==> config.mk <==
export PLATFORM = sky130hd
export DESIGN_NAME = fps_sequencer
export DESIGN_NICKNAME = d
export VERILOG_FILES = /design/src/shared/fps_pkg.sv /design/src/logic/fps_sequencer.sv
export SDC_FILE = /design/constraint.sdc
export NUM_CORES = 1
export LEC_CHECK = 0
export BUFFER_PORTS_ARGS = -buffer_cell sky130_fd_sc_hd__buf_2
export CAP_MARGIN = 20
export CORE_MARGIN = 4
export CORE_UTILIZATION = 45
export DETAILED_ROUTE_END_ITERATION = 12
export PLACE_DENSITY_LB_ADDON = 0.05
export SLEW_MARGIN = 20
export SYNTH_ARGS = -nofsm -noshare
export SYNTH_HDL_FRONTEND = slang
export SYNTH_SLANG_ARGS = --single-unit
export TNS_END_PERCENT = 5
==> constraint.sdc <==
create_clock -name aclk -period 13.5 [get_ports aclk]
set_input_delay 1.35 -clock aclk [delete_from_list [all_inputs] [get_ports aclk]]
set_output_delay 1.35 -clock aclk [all_outputs]
set_load 0.005 [all_outputs]
==> src/shared/fps_pkg.sv <==
`default_nettype none
package fps_pkg;
  // Clock and timing
  localparam int CLK_PERIOD_NS = 4;
  localparam int T_BLANK_NS    = 2000;
  localparam int BLANK_CYC     = (T_BLANK_NS + CLK_PERIOD_NS - 1) / CLK_PERIOD_NS;
  localparam int T_MAX_ON_NS   = 25000;
  localparam int MAX_ON_CYC    = T_MAX_ON_NS / CLK_PERIOD_NS;
  localparam int FMAX_KHZ      = 125;
  localparam int T_MIN_PER_NS  = 1000000 / FMAX_KHZ;
  localparam int MIN_PER_CYC   =
    (T_MIN_PER_NS + CLK_PERIOD_NS - 1) / CLK_PERIOD_NS;
  localparam int VCO_STEP_CYC  = 200;
  localparam int RESTART_CYC   = 4000;

  // Register map
  localparam int          ADDR_W      = 4;
  localparam logic [3:0]  CTRL_OFS    = 4'h0;
  localparam logic [3:0]  STAT_OFS    = 4'h4;
  localparam int          CTRL_FB_EN  = 0;
  localparam int          CTRL_PFC_EN = 1;
  localparam logic [1:0]  CTRL_RESET  = 2'h3;
  localparam logic [1:0]  RESP_OKAY   = 2'h0;
  localparam logic [1:0]  RESP_SLVERR = 2'h2;

  // Comparator vector positions
  localparam int N_IN         = 16;
  localparam int IN_OVP       = 0;
  localparam int IN_OLOOP_OK  = 1;
  localparam int IN_BURST_LO  = 2;
  localparam int IN_BURST_HI  = 3;
  localparam int IN_FB_START  = 4;
  localparam int IN_VCC_START = 5;
  localparam int IN_SS_DONE   = 6;
  localparam int IN_PEAK      = 7;
  localparam int IN_CTRL_BIAS = 8;
  localparam int IN_CTRL_TOUT = 9;
  localparam int IN_CTRL_GND  = 10;
  localparam int IN_VCO       = 11;
  localparam int IN_DEMAG     = 12;
  localparam int IN_DEMAG_OPN = 13;
  localparam int IN_VALLEY    = 14;
  localparam int IN_PFC_REQ   = 15;

  typedef enum logic [2:0] {
    FB_IDLE    = 3'h0,
    FB_ON      = 3'h1,
    FB_SEC     = 3'h3,
    FB_WAIT    = 3'h2,
    FB_RESTART = 3'h6
  } fps_fb_state_t;
endpackage
`default_nettype wire

==> src/logic/fps_sequencer.sv <==
// Added by the designer: the address map and the AXI4-Lite slave port.
`timescale 1ns/1ps
`default_nettype none
module fps_sequencer #(
  parameter int MAX_ON_CYC = fps_pkg::MAX_ON_CYC
) (
  input  wire logic                      aclk,
  input  wire logic                      aresetn,
  input  wire logic [fps_pkg::ADDR_W-1:0] s_axi_awaddr,
  input  wire logic                      s_axi_awvalid,
  output logic                           s_axi_awready,
  input  wire logic [31:0]               s_axi_wdata,
  input  wire logic [3:0]                s_axi_wstrb,
  input  wire logic                      s_axi_wvalid,
  output logic                           s_axi_wready,
  output logic [1:0]                     s_axi_bresp,
  output logic                           s_axi_bvalid,
  input  wire logic                      s_axi_bready,
  input  wire logic [fps_pkg::ADDR_W-1:0] s_axi_araddr,
  input  wire logic                      s_axi_arvalid,
  output logic                           s_axi_arready,
  output logic [31:0]                    s_axi_rdata,
  output logic [1:0]                     s_axi_rresp,
  output logic                           s_axi_rvalid,
  input  wire logic                      s_axi_rready,
  input  wire logic                      bus_overvoltage_cmp,
  input  wire logic                      open_loop_ok_cmp,
  input  wire logic                      burst_low_cmp,
  input  wire logic                      burst_high_cmp,
  input  wire logic                      flyback_start_level_cmp,
  input  wire logic                      supply_start_cmp,
  input  wire logic                      softstart_done_cmp,
  input  wire logic                      flyback_peak_cmp,
  input  wire logic                      control_bias_cmp,
  input  wire logic                      control_timeout_cmp,
  input  wire logic                      control_ground_cmp,
  input  wire logic                      low_power_frequency_mode_cmp,
  input  wire logic                      flyback_demag_input,
  input  wire logic                      demag_open_cmp,
  input  wire logic                      high_voltage_valley_input,
  input  wire logic                      correction_stage_request,
  input  wire logic [7:0]                flyback_control_level,
  output logic                           correction_stage_gate_output,
  output logic                           compensation_clamp_request,
  output logic                           correction_softstart_request,
  output logic                           correction_burst_mode,
  output logic                           flyback_gate_output,
  output logic                           peak_limit_quarter,
  output logic                           control_bias_enable,
  output logic                           flyback_softstart_current,
  output logic                           open_loop_fault,
  output logic                           safe_restart
);

  typedef struct packed {
    logic [fps_pkg::N_IN-1:0]   sync1;
    logic [fps_pkg::N_IN-1:0]   sync2;
    logic [1:0]                 ctrl;
    logic                       awready;
    logic                       aw_full;
    logic [fps_pkg::ADDR_W-1:0] awaddr;
    logic                       wready;
    logic                       w_full;
    logic [31:0]                wdata;
    logic [3:0]                 wstrb;
    logic                       bvalid;
    logic [1:0]                 bresp;
    logic                       arready;
    logic                       rvalid;
    logic [31:0]                rdata;
    logic [1:0]                 rresp;
    fps_pkg::fps_fb_state_t     fb_state;
    logic [12:0]                on_cnt;
    logic [8:0]                 blank_cnt;
    logic [15:0]                osc_cnt;
    logic [11:0]                restart_cnt;
    logic                       started;
    logic                       fb_gate;
    logic                       pfc_gate;
    logic                       clamp;
    logic                       burst;
    logic                       burst_hold;
    logic                       pfc_ss;
    logic                       quarter;
    logic                       bias_en;
    logic                       ss_en;
    logic                       tout_fault;
    logic                       restart;
  } fps_state_t;

  fps_state_t s_r;
  fps_state_t s_nxt;

  // Register select: 0 control, 1 status, 2 unmapped
  function automatic logic [1:0] reg_sel(
    input logic [fps_pkg::ADDR_W-1:0] addr
  );
    if (addr == fps_pkg::CTRL_OFS) begin
      return 2'h0;
    end else if (addr == fps_pkg::STAT_OFS) begin
      return 2'h1;
    end
    return 2'h2;
  endfunction

  logic [fps_pkg::N_IN-1:0] pins;
  logic                     ovp;
  logic                     loop_ok;
  logic                     demag;
  logic                     fb_fault;
  logic                     osc_high;
  logic                     valley_ready;
  logic [16:0]              vco_per;
  logic [31:0]              status;

  assign pins = {correction_stage_request, high_voltage_valley_input,
                 demag_open_cmp, flyback_demag_input,
                 low_power_frequency_mode_cmp, control_ground_cmp,
                 control_timeout_cmp, control_bias_cmp, flyback_peak_cmp,
                 softstart_done_cmp, supply_start_cmp,
                 flyback_start_level_cmp, burst_high_cmp, burst_low_cmp,
                 open_loop_ok_cmp, bus_overvoltage_cmp};

  // Decisions read only the second synchroniser stage
  assign ovp      = s_r.sync2[fps_pkg::IN_OVP];
  assign loop_ok  = s_r.sync2[fps_pkg::IN_OLOOP_OK];
  assign demag    = s_r.sync2[fps_pkg::IN_DEMAG];
  assign fb_fault = s_r.sync2[fps_pkg::IN_CTRL_TOUT]
                  | s_r.sync2[fps_pkg::IN_CTRL_GND]
                  | s_r.sync2[fps_pkg::IN_DEMAG_OPN]
                  | !s_r.ctrl[fps_pkg::CTRL_FB_EN];
  // Low-power mode stretches the period as the control level falls
  assign vco_per  = 17'(fps_pkg::MIN_PER_CYC)
                  + 17'((8'hff - flyback_control_level)
                        * fps_pkg::VCO_STEP_CYC);
  assign osc_high = s_r.sync2[fps_pkg::IN_VCO]
                  ? (flyback_control_level != 8'h00
                     && {1'b0, s_r.osc_cnt} >= vco_per)
                  : (s_r.osc_cnt >= 16'(fps_pkg::MIN_PER_CYC));
  assign valley_ready = osc_high && !demag
                      && s_r.sync2[fps_pkg::IN_VALLEY];
  assign status = {21'h0, s_r.fb_state, 1'b0, s_r.started,
                   s_r.sync2[fps_pkg::IN_DEMAG_OPN], s_r.burst,
                   s_r.restart, s_r.tout_fault, s_r.fb_gate, s_r.pfc_gate};

  always_comb begin
    s_nxt = s_r;
    s_nxt.sync1 = pins;
    s_nxt.sync2 = s_r.sync1;

    // Write channel
    if (s_axi_awvalid && s_r.awready) begin
      s_nxt.aw_full = 1'b1;
      s_nxt.awaddr  = s_axi_awaddr;
    end
    if (s_axi_wvalid && s_r.wready) begin
      s_nxt.w_full = 1'b1;
      s_nxt.wdata  = s_axi_wdata;
      s_nxt.wstrb  = s_axi_wstrb;
    end
    if (s_r.bvalid && s_axi_bready) begin
      s_nxt.bvalid = 1'b0;
    end
    if (s_r.aw_full && s_r.w_full && !s_r.bvalid) begin
      s_nxt.aw_full = 1'b0;
      s_nxt.w_full  = 1'b0;
      s_nxt.bvalid  = 1'b1;
      s_nxt.bresp   = fps_pkg::RESP_OKAY;
      unique case (reg_sel(s_r.awaddr))
        2'h0: begin
          if (s_r.wstrb[0]) begin
            s_nxt.ctrl = s_r.wdata[1:0];
          end
        end
        2'h1: begin
          s_nxt.bresp = fps_pkg::RESP_OKAY;
        end
        default: begin
          s_nxt.bresp = fps_pkg::RESP_SLVERR;
        end
      endcase
    end
    s_nxt.awready = !s_nxt.aw_full && !s_nxt.bvalid;
    s_nxt.wready  = !s_nxt.w_full && !s_nxt.bvalid;

    // Read channel
    if (s_r.rvalid && s_axi_rready) begin
      s_nxt.rvalid  = 1'b0;
      s_nxt.arready = 1'b1;
    end
    if (s_axi_arvalid && s_r.arready) begin
      s_nxt.rvalid  = 1'b1;
      s_nxt.arready = 1'b0;
      s_nxt.rresp   = fps_pkg::RESP_OKAY;
      unique case (reg_sel(s_axi_araddr))
        2'h0: s_nxt.rdata = {30'h0, s_r.ctrl};
        2'h1: s_nxt.rdata = status;
        default: begin
          s_nxt.rdata = 32'h0;
          s_nxt.rresp = fps_pkg::RESP_SLVERR;
        end
      endcase
    end

    // Correction stage
    s_nxt.burst = s_r.sync2[fps_pkg::IN_VCO];
    if (!s_r.burst) begin
      s_nxt.burst_hold = s_nxt.burst;
    end else if (s_r.burst_hold && s_r.sync2[fps_pkg::IN_BURST_LO]) begin
      s_nxt.burst_hold = 1'b0;
      s_nxt.pfc_ss     = 1'b1;
    end else if (s_r.sync2[fps_pkg::IN_BURST_HI]) begin
      s_nxt.burst_hold = 1'b1;
    end
    if (!s_r.burst) begin
      s_nxt.burst_hold = s_nxt.burst;
    end
    s_nxt.pfc_gate = s_r.sync2[fps_pkg::IN_PFC_REQ] && loop_ok
                  && !ovp
                  && !s_r.burst_hold && s_r.ctrl[fps_pkg::CTRL_PFC_EN];
    if (s_r.pfc_gate) begin
      s_nxt.pfc_ss = 1'b0;
    end
    s_nxt.clamp = !loop_ok;

    // Flyback support outputs
    s_nxt.quarter    = s_r.sync2[fps_pkg::IN_VCO];
    s_nxt.bias_en    = !s_r.sync2[fps_pkg::IN_CTRL_BIAS];
    s_nxt.tout_fault = s_r.sync2[fps_pkg::IN_CTRL_TOUT];
    if (s_r.osc_cnt != 16'hffff) begin
      s_nxt.osc_cnt = s_r.osc_cnt + 16'h1;
    end

    // Flyback sequencer
    unique case (s_r.fb_state)
      fps_pkg::FB_IDLE: begin
        s_nxt.fb_gate = 1'b0;
        s_nxt.restart = 1'b0;
        if (s_r.sync2[fps_pkg::IN_VCC_START] && !fb_fault
            && s_r.sync2[fps_pkg::IN_FB_START]
            && s_r.sync2[fps_pkg::IN_SS_DONE]) begin
          s_nxt.fb_state = fps_pkg::FB_ON;
          s_nxt.fb_gate  = 1'b1;
          s_nxt.started  = 1'b1;
          s_nxt.on_cnt   = 13'h0;
          s_nxt.osc_cnt  = 16'h0;
        end
      end
      fps_pkg::FB_ON: begin
        s_nxt.on_cnt = s_r.on_cnt + 13'h1;
        if (s_r.on_cnt == 13'(MAX_ON_CYC - 1)) begin
          s_nxt.fb_state    = fps_pkg::FB_RESTART;
          s_nxt.fb_gate     = 1'b0;
          s_nxt.restart     = 1'b1;
          s_nxt.started     = 1'b0;
          s_nxt.restart_cnt = 12'h0;
        end else if (fb_fault
                     || s_r.sync2[fps_pkg::IN_PEAK]) begin
          s_nxt.fb_state  = fps_pkg::FB_SEC;
          s_nxt.fb_gate   = 1'b0;
          s_nxt.blank_cnt = 9'(fps_pkg::BLANK_CYC);
        end
      end
      fps_pkg::FB_SEC: begin
        if (s_r.blank_cnt != 9'h0) begin
          s_nxt.blank_cnt = s_r.blank_cnt - 9'h1;
        end else if (!demag) begin
          s_nxt.fb_state = fps_pkg::FB_WAIT;
        end
      end
      fps_pkg::FB_WAIT: begin
        if (valley_ready && !fb_fault) begin
          s_nxt.fb_state = fps_pkg::FB_ON;
          s_nxt.fb_gate  = 1'b1;
          s_nxt.on_cnt   = 13'h0;
          s_nxt.osc_cnt  = 16'h0;
        end
      end
      fps_pkg::FB_RESTART: begin
        s_nxt.fb_gate     = 1'b0;
        s_nxt.restart_cnt = s_r.restart_cnt + 12'h1;
        if (s_r.restart_cnt == 12'(fps_pkg::RESTART_CYC - 1)) begin
          s_nxt.fb_state = fps_pkg::FB_IDLE;
        end
      end
      default: begin
        s_nxt.fb_state = fps_pkg::FB_IDLE;
        s_nxt.fb_gate  = 1'b0;
      end
    endcase
    s_nxt.ss_en = s_r.sync2[fps_pkg::IN_VCC_START]
               && !s_nxt.started;
  end

  always_ff @(posedge aclk) begin
    if (!aresetn) begin
      s_r          <= '0;
      s_r.fb_state <= fps_pkg::FB_IDLE;
      s_r.ctrl     <= fps_pkg::CTRL_RESET;
      s_r.awready  <= 1'b1;
      s_r.wready   <= 1'b1;
      s_r.arready  <= 1'b1;
      s_r.clamp    <= 1'b1;
      s_r.bias_en  <= 1'b1;
    end else begin
      s_r <= s_nxt;
    end
  end

  assign s_axi_awready                = s_r.awready;
  assign s_axi_wready                 = s_r.wready;
  assign s_axi_bvalid                 = s_r.bvalid;
  assign s_axi_bresp                  = s_r.bresp;
  assign s_axi_arready                = s_r.arready;
  assign s_axi_rvalid                 = s_r.rvalid;
  assign s_axi_rdata                  = s_r.rdata;
  assign s_axi_rresp                  = s_r.rresp;
  assign correction_stage_gate_output = s_r.pfc_gate;
  assign compensation_clamp_request   = s_r.clamp;
  assign correction_softstart_request = s_r.pfc_ss;
  assign correction_burst_mode        = s_r.burst;
  assign flyback_gate_output          = s_r.fb_gate;
  assign peak_limit_quarter           = s_r.quarter;
  assign control_bias_enable          = s_r.bias_en;
  assign flyback_softstart_current    = s_r.ss_en;
  assign open_loop_fault              = s_r.tout_fault;
  assign safe_restart                 = s_r.restart;
endmodule
`default_nettype wire

# Word level (Yosys, flattened, before mapping)
# Index checks and enable logic that the tools add are counted.
# word_totals
register_bits	181
in_bits	75
out_inout_bits	51
wordCells	182
# classes
add_sub_neg	6
multipliers	1
magnitude_cmp	2
eq_ne	22
mux	56
bitwise	5
n_reduce_logical	58
# op_table
cell	count
two-way mux 16 bit	5
case mux 13 bit (3 select lines)	1
two-way mux 37 bit	1
two-way mux 36 bit	1
multiplier 32 x 5 -> 14 bit, second input constant	1
case mux 16 bit (2 select lines)	1
two-way mux 9 bit	3
two-way mux 2 bit	12
case mux 12 bit (2 select lines)	1
logical AND 1 bit	22
case mux 11 bit (2 select lines)	1
two-way mux 3 bit	6
inequality test 2 bit, second input constant	9
case mux 9 bit (2 select lines)	1
adder 11 x 17 -> 17 bit, first input constant	1
>= comparator 16 x 17 -> 1 bit	1
two-way mux 1 bit	17
adder 16 x 1 -> 16 bit, second input constant	1
>= comparator 16 x 11 -> 1 bit, second input constant	1
inequality test 16 bit, second input constant	1
case mux 3 bit (5 select lines)	1
adder 13 x 1 -> 13 bit, second input constant	1
equality test 13 bit, second input constant	1
two-way mux 13 bit	1
other kinds (30)	59

# Logic depth before layout (Yosys ltp)
# Gate-level depths: netlist of run 1.
# depth
word_depth	12
mapped_depth	24
ltp_nobuf	23

# Worst setup path after synthesis of run 1
# Ideal clock, no wire load.
# synth_timing
path_type	input to register
from	input port flyback_control_level[3]
to	register s_r[63] (netlist bit)
setup_ns	0.070
arrival_ns	6.158
t_required_ns	13.430
setup_slack_ns	7.272
path_stages	22
n_path_buf	0
cell_sequence	inv_1 ha_1 ha_1 inv_1 fa_1 inv_1 ha_1 and2_1 and3_1 o21ai_0 and2_1 nand3_1 nor3b_1 xor2_1 ha_1 and3_1 a221o_1 a22oi_1 nor3_1 mux2_2 or4b_2 a21oi_1
# synth_between
elab_chain_len	11
elab_cells_between_ends	12
classes_between	2 x add/sub; 1 x mul; 1 x order compare; 1 x eq/ne; 1 x mux; 6 x reduce/logical
# synth_rtl
element	line	rtl
from (decl)	fps_sequencer.sv:42	input wire logic [7:0] flyback_control_level,
subtractor 8 x 8 -> 9 bit	fps_sequencer.sv:134	+ 17'((8'hff - flyback_control_level)
multiplier 32 x 5 -> 14 bit	fps_sequencer.sv:135	* fps_pkg::VCO_STEP_CYC);
adder 11 x 17 -> 17 bit	fps_sequencer.sv:134	
>= comparator 16 x 17 -> 1 bit	fps_sequencer.sv:138	&& {1'b0, s_r.osc_cnt} >= vco_per)
logical AND 1 bit *	fps_sequencer.sv:138	
two-way mux 1 bit *	fps_sequencer.sv:137	? (flyback_control_level != 8'h00
logical AND 1 bit *	fps_sequencer.sv:140	assign valley_ready = osc_high && !demag
logical AND 1 bit *	fps_sequencer.sv:141	&& s_r.sync2[fps_pkg::IN_VALLEY];
logical AND 1 bit *	fps_sequencer.sv:272	if (valley_ready && !fb_fault) begin
inequality test 2 bit (no source line) *	-	
AND reduction 6 bit (no source line) *	-	
to (signal assigned)	fps_sequencer.sv:306	s_r <= s_nxt;
to (decl)	fps_sequencer.sv:91	fps_state_t s_r;
# Every way passes the cells marked *; elsewhere a longest branch is shown, timed or not.
# A chain may end at the register's enable or synchronous reset.

# Worst setup path after layout of run 1
# layout_timing
from	input port flyback_control_level[3]
to	register s_r[49] (netlist bit)
# layout_between
elab_chain_len	11
elab_cells_between_ends	12
classes_between	2 x add/sub; 1 x mul; 1 x order compare; 1 x eq/ne; 1 x mux; 6 x reduce/logical
# layout_rtl
element	line
subtractor 8 x 8 -> 9 bit	fps_sequencer.sv:134
multiplier 32 x 5 -> 14 bit	fps_sequencer.sv:135
adder 11 x 17 -> 17 bit	fps_sequencer.sv:134
>= comparator 16 x 17 -> 1 bit	fps_sequencer.sv:138
logical AND 1 bit *	fps_sequencer.sv:138
two-way mux 1 bit *	fps_sequencer.sv:137
logical AND 1 bit *	fps_sequencer.sv:140
logical AND 1 bit *	fps_sequencer.sv:141
logical AND 1 bit *	fps_sequencer.sv:272
inequality test 2 bit (no source line) *	-
AND reduction 3 bit (no source line) *	-
# Marked as above.

==> flow_summary.yaml, run 1 <==
place:
  place_congestion: 0.788
  dp_hpwl_mm: 10.3
  port_buffers: 68
critical_path:
  rrSetupSlack_ns: 10.44
  end_kind: "register"
  arrival_ns: 6.78
  worstPathRequired_ns: 13.83
  start_kind: "input port"
  crit_path_end: "s_r[49]"
  crit_type: "input port to register"
  r2r-end: "s_r[38]"
  r2r-start: "s_r[148]"
  r2r_cells: 7
  crit_path_start: "flyback_control_level[3]"
  crit_fanout: 33
synthesis:
  syn_avg_cell_area_um2: 8.72
  synth_xor_area_frac: 0.0407
  synth_top_area_cell: "dfxtp_1"
  postSynthCellCount: 766
  netlist_top_cells_area: "dfxtp_1, ha_1, and2_1"
  synth.most_common_cell: "dfxtp_1"
  synthesis.area_um2: 6680
  synth_top_family_by_area: "simple AND/OR/NAND/NOR gates"
  ys_warn_count: 0
  synth_top_area_share: 0.372
  synthMuxAreaShare: 0.0373
  synth_seq_cells: 124
  async_reset_ff_frac: 0
  synthTopCellsByCount: "dfxtp_1, nor2_1, ha_1, nand2_1, and2_1"
  synth_flop_cell: "dfxtp_1"
  yosys.area_share.simple: 0.258
  synth_compound_area_frac: 0.113
  ys_types: 64
  yosysSeqAreaShare: 0.372
  synth_edf_count: 0
  synth_adder_area_share: 0.101
worst_hold_path:
  hp-start: "s_r[158]"
  worst_hold_path_type: "register to register"
  hold_depth: 1
timing:
  skew_ns: 0.00529
  hold_viol_final: 0
  setup_viol: 0
  rsz0062_at_grt: "false"
  drv_slew: 0
  min_period_over_period: 0.478
  fmax_mhz: 155
  hold_ws_ns: 0.360
  fin_crit_ns: 6.45
  worst_slew_pin_slew_ns: 0.835
  maxSlewHeadroom: 0.436
  fin_setup_tns_ns: 0
cells_and_area:
  diodes: 0
  final_nets: 942
  fillCellCount: 1387
  largest_reg_flops: 77
  drive_above_1_share: 0.144
  syn_to_final_growth_pct: 13.4
  regMostFlops: "s_r"
floorplan:
  fp-row-count: 44
  coreArea_um2: 14500
  start_util: 0.459
  io_pins: 126
  fp.dieW_um: 130
  die_area_um2: 16800
  die_h_um: 130
route:
  drc: 0
  first_pass_iters: 4
  ant_nets: 0
  post_drt_wl_per_cell_um: 13.6
  drtIter0Drc: 224
  dr_total_vias: 5258
  viasPerCell: 5.20
  routed_wl_mm: 13.7
clock_tree:
  cts_num_sinks: 124
  cts_buffer_depth: 2
  cts.clk_slew.worst_paths_ns: 0.06
  hold_buffers: 0
  cts_setup_buffers: 0
  cts_buffers: 17
  htree_num_levels: 4
  cts_tree: "done"
  cts_resized: 0
  insertion_delay_ns: 0.41
  root_buffer: "clkbuf_16"
global_routing:
  grt_max_degree: 47
  grt_pass1_vias: 5122
  grt-ovfl-total: 0
  antenna_found_initial: 0
  grt_pass1_wl_mm: 23.7
  track_usage: 0.171
job:
  max_cap_viol_count: 0
power:
  vdd_drop_max_mv: 0.100
  leakage_nw: 3.22
  power.density_nw_per_um2: 131
outcome:
  status: "complete, no violations"
[layout make-up]
cell class	count	area, um^2	share of cell area
multi-input cells	568	3760	0.497
flip-flops and latches	124	2480	0.328
clock buffers	17	425	0.0562
repair buffers	70	355	0.0469
well taps	184	230	0.0304
clock inverters	15	186	0.0246
inverters	34	128	0.0169
[critical path: stages]
cell     delay [ns]
buf_2          0.09
inv_1          0.11
ha_1           0.25
ha_1           0.28
inv_1          0.05
fa_1           0.53
inv_1          0.04
ha_1           0.34
and2_1         0.21
and3_1         0.20
o21ai_0        0.20
and2_1         0.22
nand3_1        0.11
nor3b_1        0.26
xor2_1         0.20
ha_1           0.26
and3_1         0.21
a221o_1        0.34
a22oi_1        0.33
or3_1          0.19
mux2_4         0.41
nand2_2        0.32
nor3_1         0.27
[power by group]
group | switching (mW) | internal (mW)
combinational | 0.0837 | 0.0616
clock | 0.171 | 0.293
sequential | 0.00484 | 0.376
total | 0.260 | 0.731
[placed cells by master (no fill, tap or decap), types with 15 or more instances in the layout]
cell type	synthesis	final
nor2_1	75	75
clkbuf_16	0	17
nand3_1	30	30
conb_1	1	24
xnor2_1	15	15
nand2_1	49	49
and2_1	47	47
a21oi_1	44	44
buf_2	3	68
dfxtp_1	124	124
o21ai_0	15	15
nor3_1	18	18
inv_1	34	34
xor2_1	16	16
ha_1	49	49
mux2i_1	20	20
[worst min path at each step]
stage | end | slack [ns]
floorplan | control_bias_enable | 0.34
global placement | control_bias_enable | 0.35
detailed placement | control_bias_enable | 0.35
CTS | control_bias_enable | 0.36
global route | control_bias_enable | 0.39
finish | control_bias_enable | 0.36
[layer usage]
| layer | vias up | wire length [um] | share of wire | GRT usage |
|---|---|---|---|---|
| met3 | 18 | 489 | 0.036 | 0.0340 |
| met2 | 85 | 6310 | 0.46 | 0.269 |
| met4 | 0 | 199 | 0.014 | 0.0587 |
| li1 | 2736 | - | - | - |
| met1 | 2419 | 6740 | 0.49 | 0.234 |
| met5 | - | 0 | 0 | 0 |
[stage by stage]
stage          instance area [um^2]  instances  utilization  power [mW]  worst slack, ns
6_report                       7570       1012        0.521       0.991             7.05
5_1_grt                        7570       1012        0.521        1.04             6.57
4_1_cts                        7570       1012        0.521        1.00             7.03
3_5_place_dp                   6960        980        0.479       0.533             6.63
3_3_place_gp                   6960        980        0.479       0.530             6.72
2_1_floorplan                  6760        789            -       0.505             7.27
[kinds of logic after synthesis]
group           Yosys count
simple gates            320
other cells               1
flops                   124
mux                      24
buf+inv                  97
xor+xnor                 31
compound gates          117
fa+ha+maj                52
(Power assumes the default switching activity.)
==> run 2, diff against run 1 <==
==> constraint.sdc (replaced) <==
create_clock -name aclk -period 6.28 [get_ports aclk]
set_input_delay 0.628 -clock aclk [delete_from_list [all_inputs] [get_ports aclk]]
set_output_delay 0.628 -clock aclk [all_outputs]
set_load 0.005 [all_outputs]
==> run 2 against run 1 <==
Core utilization is 0.17 points lower; register-to-register slack lost 7.3 ns; via count is 0.17% higher; sequential power rose by 110%; clock skew up 0.019 ns; clock power grew 100%; routed wire length about the same; non-clock buffer count up 1; sequential cell count unchanged; clock-buffer cell count did not move; combinational power up 120%; sequential share of layout area up 0.11 points; critical endpoint is now s_r[38]; largest cell class unchanged; largest power group unchanged.
==> flow_summary.yaml, run 2 (synthesis gave the netlist of run 1 again) <==
clock_tree:
  cts_tree: "done"
  cts_buffer_depth: 2
  insertion_delay_ns: 0.42
  cts_buffers: 17
  cts.clk_slew.worst_paths_ns: 0.06
  cts_num_sinks: 124
  root_buffer: "clkbuf_16"
  cts_setup_buffers: 0
  cts_resized: 0
  hold_buffers: 0
  htree_num_levels: 4
timing:
  min_period_over_period: 0.928
  layout_setup_ws_ns: 0.450
  drv_slew: 0
  hold_ws_ns: 0.362
  fin_setup_tns_ns: 0
  hold_viol_final: 0
  skew_ns: 0.0245
  fin_crit_ns: 5.83
  rsz0062_at_grt: "false"
  worst_slew_pin_slew_ns: 0.806
  setup_viol: 0
  fmax_mhz: 172
  maxSlewHeadroom: 0.455
floorplan:
  coreArea_um2: 14500
  die_h_um: 130
  io_pins: 126
  fp-row-count: 44
  fp.dieW_um: 130
  start_util: 0.459
  die_area_um2: 16800
place:
  dp_hpwl_mm: 10.2
  port_buffers: 68
  place_congestion: 0.802
  pre_cts_ws_ns: 0.0555
  dp.cells: 981
global_routing:
  grt_pass1_wl_mm: 23.4
  antenna_found_initial: 0
  grt_max_degree: 47
  grt_pass1_vias: 5086
  grt-ovfl-total: 0
  track_usage: 0.170
route:
  drc: 0
  ant_nets: 0
  routed_wl_mm: 13.7
  post_drt_wl_per_cell_um: 13.6
  dr_total_vias: 5267
  drtIter0Drc: 343
  viasPerCell: 5.20
  first_pass_iters: 4
cells_and_area:
  syn_to_final_growth_pct: 13.0
  instances_no_fill: 1013
  final_common_cell: "dfxtp_1"
  final_nets: 943
  layout_common_cells: "dfxtp_1, nor2_1, buf_2, nand2_1, ha_1"
  fillCellCount: 1372
  largest_reg_flops: 77
  diodes: 0
  drive_above_1_share: 0.145
  regMostFlops: "s_r"
critical_path:
  crit_family: "simple AND/OR/NAND/NOR gates"
  r2r_cells: 7
  path_cells: "buf_2, inv_1, ha_1, ha_1, inv_1, fa_1, inv_1, ha_1, and2_1, and3_1, o21ai_0, and2_1, nand3_1, nor3b_1, xor2_1, ha_1, and3_1, o311ai_0, nor3_1, a22oi_1, or3_1, mux2_4, nand2_2, nor3_1"
  r2r-start: "s_r[148]"
  r2r-end: "s_r[38]"
  cp_slowest_cell: "fa_1"
  crit_fanout: 33
  start_kind: "input port"
  arrival_ns: 6.10
  max_stage_delay_ns: 0.53
  end_kind: "register"
  worstPathRequired_ns: 6.55
  rrSetupSlack_ns: 3.17
  crit_path_start: "flyback_control_level[4]"
  crit_buf_inv: 4
  critPathMostFrequentCell: "ha_1"
  crit_type: "input port to register"
power:
  p_clk_frac: 0.454
  p_int_mw: 1.50
  leakage_nw: 3.23
  p_sw_mw: 0.580
  total_power_mw: 2.08
  swShare: 0.279
  power_frac_comb: 0.152
  power.density_nw_per_um2: 276
  pwr-share-seq: 0.394
  vdd_drop_max_mv: 0.169
job:
  max_cap_viol_count: 0
worst_hold_path:
  worst_hold_path_type: "register to register"
  holdPathEnd: "control_bias_enable"
  hold_depth: 1
  hp-start: "s_r[158]"
outcome:
  status: "complete, no violations"
run 2: cell count changes in the layout (fill, tap and decap cells not counted):
cell and change:
buf_4 +1, inv_6 +1, inv_8 +2, bufinv_16 -2, clkinvlp_4 -4, clkinv_4 +3
run 2: power groups by stage:
stage / logic (mW) / clock network, mW / registers [mW]
finish: 0.317 / 0.945 / 0.818
global route: 0.365 / 1.01 / 0.821
CTS: 0.318 / 0.972 / 0.818
detailed placement: 0.313 / 0 / 0.836
global placement: 0.305 / 0 / 0.835
floorplan: 0.251 / 0 / 0.834
run 2: layout make-up:
cell class | instances | area [um^2] | share of cell area
Timing Repair Buffer | 71 | 363 | 0.0481
Multi-Input combinational cell | 568 | 3760 | 0.499
Clock inverter | 15 | 154 | 0.0204
Sequential cell | 124 | 2480 | 0.329
Inverter | 34 | 128 | 0.0169
Tap cell | 184 | 230 | 0.0305
Clock buffer | 17 | 425 | 0.0564
run 2: worst max-delay path by stage:
| stage | endpoint | slack [ns] | cells past startpoint |
|---|---|---|---|
| 3_3_place_gp | s_r[39] | 0.21 | 24 |
| 5_1_grt | s_r[27] | 0.05 | 24 |
| 3_5_place_dp | s_r[38] | 0.06 | 24 |
| 2_1_floorplan | s_r[63] | 0.77 | 22 |
| 4_1_cts | s_r[38] | 0.46 | 24 |
| 6_report | s_r[38] | 0.45 | 24 |
run 2: metal layers:
layer,share of wire,up-vias,track usage
met2,0.46,84,0.271
met5,0,-,0
li1,-,2741,-
met3,0.038,7,0.0446
met4,0.0062,0,0.0483
met1,0.49,2435,0.228
run 2: worst reg2reg max path: stages, from the launching register on:
cell     delay, ns
dfxtp_1       0.37
or4b_4        0.50
or3b_1        0.43
or3_1         0.36
or3_1         0.40
mux2_4        0.43
nand2_2       0.36
nor3_1        0.11
run 2: metrics by stage:
stage	util	instance area (um^2)
6_report	0.519	7540
5_1_grt	0.519	7540
4_1_cts	0.519	7540
3_5_place_dp	0.479	6970
3_3_place_gp	0.479	6970
2_1_floorplan	-	6760
==> run 3, diff against run 2 <==
--- a/config.mk
+++ b/config.mk
@@ -11,6 +11,7 @@
 export CORE_UTILIZATION = 45
 export DETAILED_ROUTE_END_ITERATION = 12
 export PLACE_DENSITY_LB_ADDON = 0.05
+export RECOVER_POWER = 50
 export SLEW_MARGIN = 20
 export SYNTH_ARGS = -nofsm -noshare
 export SYNTH_HDL_FRONTEND = slang
==> run 3 against run 2 <==
The run now ends with max-capacitance violations, max-slew violations left; sequential cell count is the same; combinational power hardly changed; first-iteration DRC count is 18% lower; register-to-register slack about the same; sequential share of layout area is 0.14 points higher; clock skew shrank 0.0060 ns; fmax barely moved; via count is 0.19% higher; critical path depth is the same; largest cell class unchanged.
==> flow_summary.yaml, run 3 (synthesis gave the netlist of run 1 again) <==
timing:
  min_period_over_period: 0.928
  layout_setup_ws_ns: 0.450
  fin_crit_ns: 5.83
  skew_ns: 0.0185
  hold_viol_final: 0
  fin_setup_tns_ns: 0
  rsz0062_at_grt: "false"
  worst_slew_pin_slew_ns: 1.76
  maxSlewHeadroom: -0.173
  setup_viol: 0
  fmax_mhz: 172
  drv_slew: 86
floorplan:
  die_h_um: 130
  die_area_um2: 16800
  fp-row-count: 44
  start_util: 0.459
  coreArea_um2: 14500
  fp.dieW_um: 130
  io_pins: 126
critical_path:
  critPathMostFrequentCell: "ha_1"
  worstPathRequired_ns: 6.55
  start_kind: "input port"
  cp_slowest_cell: "fa_1"
  crit_fanout: 33
  arrival_ns: 6.10
  max_stage_delay_ns: 0.53
  path_cells: "buf_2, inv_1, ha_1, ha_1, inv_1, fa_1, inv_1, ha_1, and2_1, and3_1, o21ai_0, and2_1, nand3_1, nor3b_1, xor2_1, ha_1, and3_1, o311ai_0, nor3_1, a22oi_1, or3_1, mux2_4, nand2_2, nor3_1"
  end_kind: "register"
  crit_type: "input port to register"
cells_and_area:
  layout_common_cells: "dfxtp_1, nor2_1, nand2_1, ha_1, buf_2"
  fillCellCount: 1385
  final_nets: 943
  drive_above_1_share: 0.118
  final_common_cell: "dfxtp_1"
  syn_to_final_growth_pct: 12.5
  diodes: 0
  regMostFlops: "s_r"
  largest_reg_flops: 77
place:
  pre_cts_ws_ns: 0.0555
  dp_hpwl_mm: 10.2
  port_buffers: 68
  place_congestion: 0.802
clock_tree:
  cts_num_sinks: 124
  cts_setup_buffers: 0
  hold_buffers: 0
  insertion_delay_ns: 0.42
  cts_resized: 0
  root_buffer: "clkbuf_16"
  cts_buffer_depth: 2
  htree_num_levels: 4
  cts_buffers: 17
  cts.clk_slew.worst_paths_ns: 0.06
  cts_tree: "done"
route:
  drtIter0Drc: 282
  routed_wl_mm: 13.7
  first_pass_iters: 4
  viasPerCell: 5.21
  ant_nets: 0
  dr_total_vias: 5277
  drc: 0
  post_drt_wl_per_cell_um: 13.6
worst_hold_path:
  worst_hold_path_type: "register to register"
power:
  power_frac_comb: 0.152
  swShare: 0.279
  p_sw_mw: 0.581
  power.density_nw_per_um2: 277
  pwr-share-seq: 0.394
  vdd_drop_max_mv: 0.169
  total_power_mw: 2.08
  p_int_mw: 1.50
  leakage_nw: 3.13
  p_clk_frac: 0.455
global_routing:
  grt_max_degree: 47
  track_usage: 0.170
  grt_pass1_wl_mm: 23.4
  grt_pass1_vias: 5086
  grt-ovfl-total: 0
  antenna_found_initial: 0
outcome:
  failed_checks: "max-capacitance violations, max-slew violations"
  status: "complete, but fails checks"
job:
  max_cap_viol_count: 2
==> run 3: changes by cell type in the layout (fill, tap and decap cells not counted), sizes merged <==
cell	change
buf	-22
clkbuf	+22
==> run 3: worst paths after layout <==
kind	from	to	slack (ns)	depth (start not counted)
worst min-delay path	s_r[158]	control_bias_enable	0.36	1
worst max-delay path	flyback_control_level[4]	s_r[38]	0.45	24
worst max register to register	s_r[148]	s_r[38]	3.18	7
worst min register to register	s_r[158]	control_bias_enable	0.36	1
==> run 3: layout make-up <==
type / count / area [um^2] / share of cell area
multi-input cells: 568 / 3760 / 0.501
inverters: 34 / 128 / 0.0170
repair buffers: 71 / 330 / 0.0440
clock inverters: 15 / 154 / 0.0205
well taps: 184 / 230 / 0.0306
clock buffers: 17 / 425 / 0.0566
flip-flops and latches: 124 / 2480 / 0.330
==> run 3: critical path, delay by kind of cell <==
kind | cells | cell delay (ns)
AOI/OAI and AO/OA | 3 | 0.53
xor gates and xnor gates | 1 | 0.14
buffers and inverters | 4 | 0.30
muxes | 1 | 0.43
and+or+nand+nor | 10 | 2.37
adders and majority gates | 5 | 1.70
==> run 3: power by group through the flow <==
stage / logic (mW) / clock network, mW / registers (mW)
floorplan: 0.251 / 0 / 0.834
global placement: 0.305 / 0 / 0.835
detailed placement: 0.313 / 0 / 0.836
CTS: 0.318 / 0.972 / 0.818
global route: 0.364 / 1.01 / 0.821
finish: 0.315 / 0.946 / 0.819
==> run 3: per-layer routing <==
| layer | vias up | global-route usage | share of wire |
|---|---|---|---|
| met5 | - | 0 | 0 |
| met4 | 0 | 0.0483 | 0.0078 |
| met3 | 8 | 0.0446 | 0.041 |
| met2 | 92 | 0.271 | 0.46 |
| met1 | 2435 | 0.228 | 0.49 |
| li1 | 2742 | - | - |
==> run 3: stage by stage <==
step	util	std cells	cell area (um^2)	hold slack [ns]
after CTS	0.519	1013	7540	0.366
after global placement	0.479	981	6970	0.346
after floorplan	-	789	6760	0.343
after detailed placement	0.479	981	6970	0.351
final	0.517	1013	7510	0.362
after global routing	0.517	1013	7510	0.389
